File: src/verilog/bsq_params.svh
// constants of the buck soft-start and fault sequencer: timing counts,
// reference codes and step sizes.
// assumes one reference lsb is 12.5 mv and counts are in switching cycles.
`ifndef BSQ_PARAMS_SVH
`define BSQ_PARAMS_SVH

// ============================================================
// soft-start timing, switching cycles
`define BSQ_DELAY_CYC 16'h0040
`define BSQ_COARSE_CYC 16'h0280
`define BSQ_WINDOW_CYC 16'h02C0
`define BSQ_HICCUP_CYC 4096
`define BSQ_COARSE_PER 16'h0020
`define BSQ_FINE_PER 16'h0010
`define BSQ_OFS_PER 16'h0050

// ============================================================
// reference steps and setpoints, 12.5 mv lsb
`define BSQ_COARSE_STEP 7'h02
`define BSQ_FINE_STEP 7'h01
`define BSQ_OFS_FULL 4'h8
`define BSQ_REF_SEL0 7'h30
`define BSQ_REF_SEL1 7'h48
`define BSQ_REF_SEL2 7'h60
`define BSQ_REF_SEL3 7'h78

// ============================================================
// dead-time handoff
`define BSQ_ZC_DELAY_NS 35
`define BSQ_CLK_PERIOD_PS 8000

`endif

File: src/verilog/bsq_pkg.sv
// types and the setpoint decode of the buck sequencer.
// assumes bsq_params.svh is on the include path.
`include "bsq_params.svh"

package bsq_pkg;

	// ============================================================
	// sequencer states
	typedef enum logic [4:0] {
		BSQ_SHUT = 5'b00001,
		BSQ_DELAY = 5'b00010,
		BSQ_RAMP = 5'b00100,
		BSQ_RUN = 5'b01000,
		BSQ_OC_WAIT = 5'b10000
	} bsq_state_t;

	typedef logic [6:0] bsq_ref_t;

	// ============================================================
	// setpoint select decode, hi bit first
	function automatic bsq_ref_t bsq_ref_code(input logic [1:0] sel);
		bsq_ref_t code;
		code = `BSQ_REF_SEL0;
		case (sel)
			2'b00: code = `BSQ_REF_SEL0;
			2'b01: code = `BSQ_REF_SEL1;
			2'b10: code = `BSQ_REF_SEL2;
			default: code = `BSQ_REF_SEL3;
		endcase
		return code;
	endfunction

endpackage

File: src/verilog/bsq_sequencer.sv
// sequencing core of a two-phase buck controller: enable, soft-start,
// dead-time handoff, power-good and fault responses.
// assumes comparator results arrive as logic levels and sw_tick pulses
// once per switching cycle for one core_clk cycle.
// Operation
// - high gate waits for switch-node trip
// - zero current: high gate after fixed delay
// - blank switch-node trip while low gate falls
// - low gate on at margin or low node
// - shutdown holds gate outputs high impedance
// - leave shutdown on both supplies and enable
// - enable input has dropout hysteresis
// - soft-start opens with 64-cycle delay
// - reference ramps linearly to setpoint
// - gates off until ramp passes feedback
// - sense offset decays to zero over window
// - coarse steps first 640 cycles, then fine
// - pre-charged output: drives enabled at end
// - power-good low until soft-start completes
// - power-good low on any fault or disable
// - undervoltage only lowers power-good, with hysteresis
// - soft-start overvoltage uses higher trip level
// - overvoltage release depends on tripping threshold
// - overvoltage forces low gates on at once
// - low gates held until overvoltage releases
// - overvoltage clear resumes without restart
// - overcurrent: gates off, wait, retry soft-start
// - sense-line fault shuts down, then restarts
`timescale 1ns/100ps

module bsq_sequencer
	import bsq_pkg::*;
#(
	parameter int NPH = 2,
	parameter int CNT_W = 16,
	parameter int HICCUP_CYC = `BSQ_HICCUP_CYC
) (
	// clock and reset
	input wire logic core_clk,
	input wire logic rst_n,
	// switching-cycle tick
	input wire logic sw_tick,
	// supplies and threshold enable comparators
	input wire logic bias_por_ok,
	input wire logic driver_supply_por_ok,
	input wire logic threshold_enable_input_rise,
	input wire logic threshold_enable_input_fall,
	// setpoint select
	input wire logic setpoint_select_lo,
	input wire logic setpoint_select_hi,
	// soft-start and fault comparators
	input wire logic feedback_node_above_ref,
	input wire logic uv_below_lo,
	input wire logic uv_above_hi,
	input wire logic ov_above_ref,
	input wire logic ov_below_ref_rel,
	input wire logic ov_above_fixed,
	input wire logic ov_below_fixed_rel,
	input wire logic oc_trip,
	input wire logic local_output_sense_high,
	// per-phase modulator and dead-time comparators
	input wire logic [NPH-1:0] pwm_in,
	input wire logic [NPH-1:0] sw_node_trip,
	input wire logic [NPH-1:0] low_side_gate_below,
	input wire logic [NPH-1:0] high_side_gate_margin_low,
	input wire logic [NPH-1:0] sw_node_low,
	// gate commands
	output logic [NPH-1:0] high_side_gate_r,
	output logic [NPH-1:0] low_side_gate_r,
	output logic [NPH-1:0] gate_drive_oe_r,
	// reference and sense offset
	output logic [6:0] ref_code_r,
	output logic [3:0] sense_offset_r,
	// status pins
	output logic output_ok_flag_oe_r,
	output logic overvoltage_trip_r
);

	// ============================================================
	// constants
	localparam int ZC_CYC = (`BSQ_ZC_DELAY_NS * 1000 + `BSQ_CLK_PERIOD_PS - 1)
		/ `BSQ_CLK_PERIOD_PS;
	localparam int ZC_W = 4;
	localparam int NCMP = 15;
	localparam int C_BIAS = 0;
	localparam int C_DRV = 1;
	localparam int C_ENR = 2;
	localparam int C_ENF = 3;
	localparam int C_FDBK = 4;
	localparam int C_UVL = 5;
	localparam int C_UVH = 6;
	localparam int C_OVR = 7;
	localparam int C_OVRR = 8;
	localparam int C_OVF = 9;
	localparam int C_OVFR = 10;
	localparam int C_OC = 11;
	localparam int C_LS = 12;
	localparam int C_SEL0 = 13;
	localparam int C_SEL1 = 14;

	// ============================================================
	// comparator synchroniser
	logic [NCMP-1:0] cmp_raw;
	logic [NCMP-1:0] cmp_meta_r;
	logic [NCMP-1:0] cmp_r;

	assign cmp_raw = {setpoint_select_hi, setpoint_select_lo, local_output_sense_high,
		oc_trip, ov_below_fixed_rel, ov_above_fixed, ov_below_ref_rel, ov_above_ref,
		uv_above_hi, uv_below_lo, feedback_node_above_ref, threshold_enable_input_fall,
		threshold_enable_input_rise, driver_supply_por_ok, bias_por_ok};

	always_ff @(posedge core_clk) begin
		if (!rst_n) begin
			cmp_meta_r <= '0;
			cmp_r <= '0;
		end else begin
			cmp_meta_r <= cmp_raw;
			cmp_r <= cmp_meta_r;
		end
	end

	// ============================================================
	// sequencer state
	bsq_state_t st_r, st_nxt;
	logic [CNT_W-1:0] cnt_r, cnt_nxt;
	logic [6:0] ref_nxt;
	logic [3:0] ofs_nxt;
	logic passed_r, passed_nxt;
	logic en_ok_r, en_ok_nxt;
	logic uv_r, uv_nxt;
	logic ov_r, ov_nxt;
	logic src_fixed_r, src_fixed_nxt;
	logic ov_fix_d_r;
	logic pg_oe_nxt;
	logic start_ok;
	logic in_ss;
	logic ov_trip;
	logic drv_on;
	logic step_due;
	logic [CNT_W-1:0] cnt_inc;
	logic [6:0] target;
	logic [6:0] step;
	logic [7:0] ref_sum;

	always_comb begin
		st_nxt = st_r;
		cnt_nxt = cnt_r;
		ref_nxt = ref_code_r;
		ofs_nxt = sense_offset_r;
		passed_nxt = passed_r;
		src_fixed_nxt = src_fixed_r;
		cnt_inc = cnt_r + {{(CNT_W-1){1'b0}}, 1'b1};
		step_due = 1'b0;
		step = '0;
		ref_sum = '0;
		target = bsq_ref_code({cmp_r[C_SEL1], cmp_r[C_SEL0]});
		// drop out only below the lower threshold
		en_ok_nxt = en_ok_r ? cmp_r[C_ENF] : cmp_r[C_ENR];
		start_ok = cmp_r[C_BIAS] && cmp_r[C_DRV] && en_ok_r
			&& !cmp_r[C_LS];
		in_ss = (st_r == BSQ_DELAY) || (st_r == BSQ_RAMP);

		// undervoltage: flag only, hysteresis between the two fractions
		uv_nxt = uv_r ? !cmp_r[C_UVH] : cmp_r[C_UVL];

		// soft-start trips above the higher of both levels
		ov_trip = in_ss ? (cmp_r[C_OVR] && cmp_r[C_OVF]) : cmp_r[C_OVR];
		ov_nxt = ov_r;
		if (st_r == BSQ_SHUT) begin
			ov_nxt = 1'b0;
		end else if (!ov_r) begin
			if (ov_trip) begin
				ov_nxt = 1'b1;
				// the level that crossed last was the higher one
				src_fixed_nxt = in_ss && !ov_fix_d_r;
			end
		end else if (src_fixed_r ? cmp_r[C_OVFR] : cmp_r[C_OVRR]) begin
			ov_nxt = 1'b0;
		end

		unique case (st_r)
			BSQ_SHUT: begin
				cnt_nxt = '0;
				ref_nxt = '0;
				ofs_nxt = '0;
				passed_nxt = 1'b0;
				if (start_ok) begin
					st_nxt = BSQ_DELAY;
					ofs_nxt = `BSQ_OFS_FULL;
				end
			end
			BSQ_DELAY: begin
				if (sw_tick) begin
					cnt_nxt = cnt_inc;
					if (cnt_inc == CNT_W'(`BSQ_DELAY_CYC)) begin
						st_nxt = BSQ_RAMP;
						cnt_nxt = '0;
					end
				end
			end
			BSQ_RAMP: begin
				if (!cmp_r[C_FDBK]) begin
					passed_nxt = 1'b1;
				end
				if (sw_tick) begin
					cnt_nxt = cnt_inc;
					if (cnt_r < CNT_W'(`BSQ_COARSE_CYC)) begin
						step_due = (cnt_inc % CNT_W'(`BSQ_COARSE_PER)) == '0;
						step = `BSQ_COARSE_STEP;
						if (((cnt_inc % CNT_W'(`BSQ_OFS_PER)) == '0) && (sense_offset_r != '0)) begin
							ofs_nxt = sense_offset_r - 4'h1;
						end
					end else begin
						step_due = (cnt_inc % CNT_W'(`BSQ_FINE_PER)) == '0;
						step = `BSQ_FINE_STEP;
					end
					if (step_due) begin
						ref_sum = {1'b0, ref_code_r} + {1'b0, step};
						ref_nxt = (ref_sum >= {1'b0, target}) ? target : ref_sum[6:0];
					end
				end
				if (ref_code_r >= target) begin
					st_nxt = BSQ_RUN;
					cnt_nxt = '0;
					ofs_nxt = '0;
				end
			end
			BSQ_RUN: begin
				// reference follows setpoint changes directly
				ref_nxt = target;
			end
			BSQ_OC_WAIT: begin
				if (sw_tick) begin
					cnt_nxt = cnt_inc;
					if (cnt_inc == CNT_W'(HICCUP_CYC)) begin
						st_nxt = BSQ_DELAY;
						cnt_nxt = '0;
						ref_nxt = '0;
						ofs_nxt = `BSQ_OFS_FULL;
						passed_nxt = 1'b0;
					end
				end
			end
		endcase

		if (st_r != BSQ_SHUT && st_r != BSQ_OC_WAIT && cmp_r[C_OC]) begin
			st_nxt = BSQ_OC_WAIT;
			cnt_nxt = '0;
			ref_nxt = '0;
			ofs_nxt = '0;
		end
		if (st_r != BSQ_SHUT && !start_ok) begin
			st_nxt = BSQ_SHUT;
			cnt_nxt = '0;
			ref_nxt = '0;
			ofs_nxt = '0;
			passed_nxt = 1'b0;
		end

		// released only in run with no fault present
		pg_oe_nxt = !((st_nxt == BSQ_RUN) && !uv_nxt && !ov_nxt);
	end

	always_ff @(posedge core_clk) begin
		if (!rst_n) begin
			st_r <= BSQ_SHUT;
			cnt_r <= '0;
			ref_code_r <= '0;
			sense_offset_r <= '0;
			passed_r <= 1'b0;
			en_ok_r <= 1'b0;
			uv_r <= 1'b0;
			ov_r <= 1'b0;
			src_fixed_r <= 1'b0;
			ov_fix_d_r <= 1'b0;
			output_ok_flag_oe_r <= 1'b1;
			overvoltage_trip_r <= 1'b0;
		end else begin
			st_r <= st_nxt;
			cnt_r <= cnt_nxt;
			ref_code_r <= ref_nxt;
			sense_offset_r <= ofs_nxt;
			passed_r <= passed_nxt;
			en_ok_r <= en_ok_nxt;
			uv_r <= uv_nxt;
			ov_r <= ov_nxt;
			src_fixed_r <= src_fixed_nxt;
			ov_fix_d_r <= cmp_r[C_OVF];
			output_ok_flag_oe_r <= pg_oe_nxt;
			overvoltage_trip_r <= ov_nxt;
		end
	end

	// ============================================================
	// dead-time gate handoff per phase
	// raw comparator levels here: a synchroniser would eat the dead time
	logic [NPH-1:0] hi_nxt;
	logic [NPH-1:0] lo_nxt;
	logic [NPH-1:0] oe_nxt;
	logic [ZC_W-1:0] zc_r [NPH];
	logic [ZC_W-1:0] zc_nxt [NPH];

	assign drv_on = (st_r == BSQ_RUN) || ((st_r == BSQ_RAMP) && passed_r);

	always_comb begin
		for (int i = 0; i < NPH; i++) begin
			hi_nxt[i] = high_side_gate_r[i];
			lo_nxt[i] = low_side_gate_r[i];
			oe_nxt[i] = 1'b1;
			zc_nxt[i] = zc_r[i];
			if (ov_r) begin
				hi_nxt[i] = 1'b0;
				lo_nxt[i] = 1'b1;
				zc_nxt[i] = '0;
			end else if (!drv_on) begin
				hi_nxt[i] = 1'b0;
				lo_nxt[i] = 1'b0;
				oe_nxt[i] = 1'b0;
				zc_nxt[i] = '0;
			end else if (pwm_in[i]) begin
				lo_nxt[i] = 1'b0;
				// trip ignored while the low gate is still falling
				if (!high_side_gate_r[i] && !low_side_gate_r[i] && low_side_gate_below[i]) begin
					if (sw_node_trip[i] || (zc_r[i] == ZC_W'(ZC_CYC - 1))) begin
						hi_nxt[i] = 1'b1;
						zc_nxt[i] = '0;
					end else begin
						zc_nxt[i] = zc_r[i] + {{(ZC_W-1){1'b0}}, 1'b1};
					end
				end else begin
					zc_nxt[i] = '0;
				end
			end else begin
				hi_nxt[i] = 1'b0;
				zc_nxt[i] = '0;
				if (!high_side_gate_r[i] && (high_side_gate_margin_low[i] || sw_node_low[i])) begin
					lo_nxt[i] = 1'b1;
				end
			end
		end
	end

	always_ff @(posedge core_clk) begin
		if (!rst_n) begin
			high_side_gate_r <= '0;
			low_side_gate_r <= '0;
			gate_drive_oe_r <= '0;
			for (int i = 0; i < NPH; i++) begin
				zc_r[i] <= '0;
			end
		end else begin
			high_side_gate_r <= hi_nxt;
			low_side_gate_r <= lo_nxt;
			gate_drive_oe_r <= oe_nxt;
			for (int i = 0; i < NPH; i++) begin
				zc_r[i] <= zc_nxt[i];
			end
		end
	end

endmodule // bsq_sequencer

File: config.mk
export PLATFORM = sky130hd
export DESIGN_NAME = bsq_sequencer
export DESIGN_NICKNAME = d
export VERILOG_FILES = /design/src/verilog/bsq_pkg.sv /design/src/verilog/bsq_sequencer.sv
export VERILOG_INCLUDE_DIRS = /design/src /design/src/verilog
export SDC_FILE = /design/constraint.sdc
export NUM_CORES = 1
export LEC_CHECK = 0
export ABC_AREA = 0
export BUFFER_PORTS_ARGS = -buffer_cell sky130_fd_sc_hd__clkbuf_2
export CORE_ASPECT_RATIO = 1.2
export CORE_MARGIN = 3
export CORE_UTILIZATION = 45
export DETAILED_ROUTE_END_ITERATION = 8
export GPL_ROUTABILITY_DRIVEN = 0
export PLACE_DENSITY = 0.73
export SYNTH_ARGS = -nofsm -noshare
export SYNTH_HDL_FRONTEND = slang
export SYNTH_SLANG_ARGS = --single-unit
File: constraint.sdc
create_clock -name core_clk -period 6.9 [get_ports core_clk]
set_clock_uncertainty 0.2 [all_clocks]
set_input_delay 0.69 -clock core_clk [delete_from_list [all_inputs] [get_ports core_clk]]
set_output_delay 0.69 -clock core_clk [all_outputs]
set_load 0.02 [all_outputs]
==> results by group <==
Timing
  • Setup-failing EPs final: 0
  • RSZ-0062 raised after global routing: false
  • Final Hold Viols: 0
  • Final min period: 4.883 ns
  • Fmax: 204.8 MHz
  • Slew @ Worst Pin: 1.144 ns
  • Setup TNS Final: 0 ns
  • Max-slew violations: 0
  • Worst rel slew slack: 23.77%
  • Period utilisation layout: 70.77%

Drt
  • DRC: 0
  • Vias: 4493
  • Routed Antenna Nets: 0
  • Initial drt markers: 276
  • Wire per inst: 14.87 um
  • Detailed Route WL: 11.41 mm
  • Via density: 5.858
  • DRT Pass-1 Iters: 5

Power and ir drop
  • Max VDD drop: 0.2009 mV
  • Combinational share of power: 2.9%
  • PwrDens: 179.3 nW/um^2
  • Clock share of power: 49.6%
  • Switch Pwr: 230.8 uW
  • Seq pwr share: 47.6%
  • Cell-internal power: 787.5 uW
  • P_leak: 2.239 nW
  • Sw Share: 22.67%

Clocking
  • Hold buffer count at cts: 0
  • Clock latency on the worst-skew pair: 0.34 ns
  • Post-CTS Setup Bufs: 0
  • H-tree depth: 3
  • TritonCTS Buffers: 9
  • Worst-path clk slew: 0.07 ns
  • CTS tree: done
  • Total clock sinks: 82
  • Root buf cell: clkbuf_16
  • Clk buf depth: 2
  • CTS resizes: 0

Logic synthesis
  • Mapped Nets: 656
  • Share of the synthesized area in the top cell type: 32.17%
  • Syn Area/Cell: 8.420 sq um
  • Post-synthesis register bit count: 82
  • Cell taking the most area after synthesis: dfxtp_1
  • Synth top area cells: dfxtp_1 (32%), ha_1 (5.1%), nor2_1 (4.6%)
  • Ys flop type: dfxtp_1
  • Sequential share of the synthesized area: 32.17%
  • Syn Inst Count: 606
  • Syn. warnings: 0
  • Number of synthesized flops with an enable pin: 0
  • Asr flop ratio synth: 0%
  • Count of cell types in the netlist: 88
  • Cell Area, Synth: 5102 sq um

Min path
  • WHS Path Cells: 1
  • Hold WC Path Type: flop to flop
  • Hold Path End: cmp_r[1]
  • Worst Min Path Start: cmp_meta_r[1]

Setup path
  • Crit path max fanout: 13
  • Worst setup SP type: flop
  • WP data required: 6.88 ns
  • CP arrival: 4.86 ns
  • Worst flop-to-flop path startpoint: cnt_r[0]
  • Worst path cell trace: ha_1 > nand4_4 > nor4_4 > xor2_1 > nor4_1 > o31ai_2 > a21boi_2 > maj3_1 > o211ai_2 > nand3_1 > o21a_1 > o221a_2 > o311ai_0 > a21oi_1
  • Critical path class: flop to flop
  • Reg-to-Reg End: sense_offset_r[0]
  • Setup crit end kind: flop
  • R2R setup slack: 2.02 ns
  • Crit path largest cell delay: 0.75 ns
  • Worst reg2reg path depth: 14
  • CP max stage cell: xor2_1

Placement
  • Placed Instance Area: 5358 sq um
  • HPWL Detailed: 8.531 mm
  • Port Buffers: 46

Die
  • Row cnt: 41
  • Die Footprint: 12660 sq um
  • Die width: 103.2 um
  • Die Ht: 122.6 um
  • CORE AREA: 10770 sq um
  • I/O pins: 47
  • Initial Util: 47.36%

Finish
  • Fin nets: 683
  • Layout cell share with drive strength beyond 1: 15.52%
  • Final Util: 52.71%
  • Filler cells: 990
  • Syn-to-layout area delta: 11.28%
  • Design area: 5678 sq um
  • Ant diodes: 0

GRT
  • GR Util All Layers: 18.80%
  • First-pass GRT wire length: 19.09 mm
  • Initial antenna violation count: 0
  • Vias in the first global route: 4349
  • Total gr overflow: 0
  • Largest net degree at the start of global routing: 43

Status
  • Status: finished clean

Flow run
  • Maxcap violations: 0
-- routing by layer --
| layer | GRT usage, % | up-vias | routed length [um] |
|---|---|---|---|
| li1 | - | 2236 | - |
| met1 | 20.14 | 2130 | 4636 |
| met2 | 34.15 | 102 | 6051 |
| met3 | 3.695 | 25 | 447 |
| met4 | 9.798 | 0 | 272 |
| met5 | 0 | - | 0 |
-- synthesized netlist by cell type, types with 4 or more instances --
cell       n
nor2_1    63
a21boi_0   5
o31ai_1    5
ha_1      21
a22oi_1   10
a31oi_1    7
nor3_1    15
nand3_1   26
or2_2      4
clkbuf_1  17
nor2b_1    7
or3_1      6
o21ai_0   23
and2_1    37
inv_1     30
nor4_1    10
a211oi_1   4
nand4_1   10
xor2_1    10
xnor2_1   26
and3_1     7
nand2_1   33
dfxtp_1   82
buf_2     10
a21oi_1   25
nand2b_1   5
mux2i_1   13
-- worst max-delay path, delay by kind of cell, from the launching register on --
kind	cells	cell delay, ns
compound gates	7	1.77
simple gates	4	0.87
flops	1	0.42
xor+xnor	1	0.75
fa+ha+maj	2	0.71
-- how the worst max path moves through the flow --
stage                     cells after the start  startpoint  slack (ns)                 to
final                                        14    cnt_r[0]        2.02  sense_offset_r[0]
after global routing                         14    cnt_r[0]        1.58  sense_offset_r[0]
after CTS                                    14    cnt_r[0]        2.12  sense_offset_r[0]
after detailed placement                     14    cnt_r[0]        2.12  sense_offset_r[0]
after global placement                       14    cnt_r[0]        2.24  sense_offset_r[0]
after floorplan                              14    cnt_r[0]        2.86  sense_offset_r[3]
-- power by group through the flow --
| stage | sequential [mW] | combinational (mW) | clock, mW |
|---|---|---|---|
| 6_report | 0.484 | 0.0291 | 0.505 |
| 5_1_grt | 0.485 | 0.0337 | 0.539 |
| 4_1_cts | 0.484 | 0.0297 | 0.519 |
| 3_5_place_dp | 0.495 | 0.0293 | 0 |
| 3_3_place_gp | 0.495 | 0.0282 | 0 |
| 2_1_floorplan | 0.494 | 0.0177 | 0 |
-- cells by family after synthesis --
group           share of synthesized area, %
compound gates                         20.16
xor+xnor                               6.498
fa+ha+maj                              5.738
buf+inv                                4.880
flops                                  32.17
mux                                    3.286
simple gates                           27.27
-- layout by cell type (no fill, tap or decap), drive strengths merged, types with 4 or more instances in the layout --
master	count
nor2	63
a21boi	6
nand3	29
nor3	16
o211ai	5
and2	38
nand2b	5
or3	7
a31oi	7
mux2i	13
a22oi	11
xor2	11
or2	6
dfxtp	82
o31ai	7
nand4	12
clkbuf	55
nor4	13
inv	33
nor2b	7
a211oi	4
nand2	34
o21ai	26
a21oi	26
xnor2	26
o311ai	4
ha	21
and3	7
-- flip-flops by register name, summed over array words and instances (netlist names), 4 cells and up --
signal	cells
zc_r	8
ref_code_r	7
st_r	5
sense_offset_r	4
cmp_r	15
cnt_r	16
cmp_meta_r	15
-- cell type report --
cell class / count / area, sq um / area share [%]
clock buffer: 9 / 225.2 / 3.967
inverter: 30 / 112.6 / 1.983
clock inverter: 7 / 95.09 / 1.675
multi-input combinational: 464 / 3212 / 56.57
timing repair buffer: 46 / 230.2 / 4.055
tap: 129 / 161.4 / 2.843
sequential: 82 / 1642 / 28.91
-- per-stage QoR --
step	cells	hold WS (ns)	setup slack (ns)	total power [mW]
after global placement	751	0.2158	2.242	0.5230
after CTS	767	0.2324	2.120	1.033
final	767	0.2331	2.017	1.018
after floorplan	606	0.2119	2.859	0.5121
after global routing	767	0.2447	1.579	1.057
after detailed placement	751	0.2177	2.116	0.5245
Power figures use the tool's default switching activity.
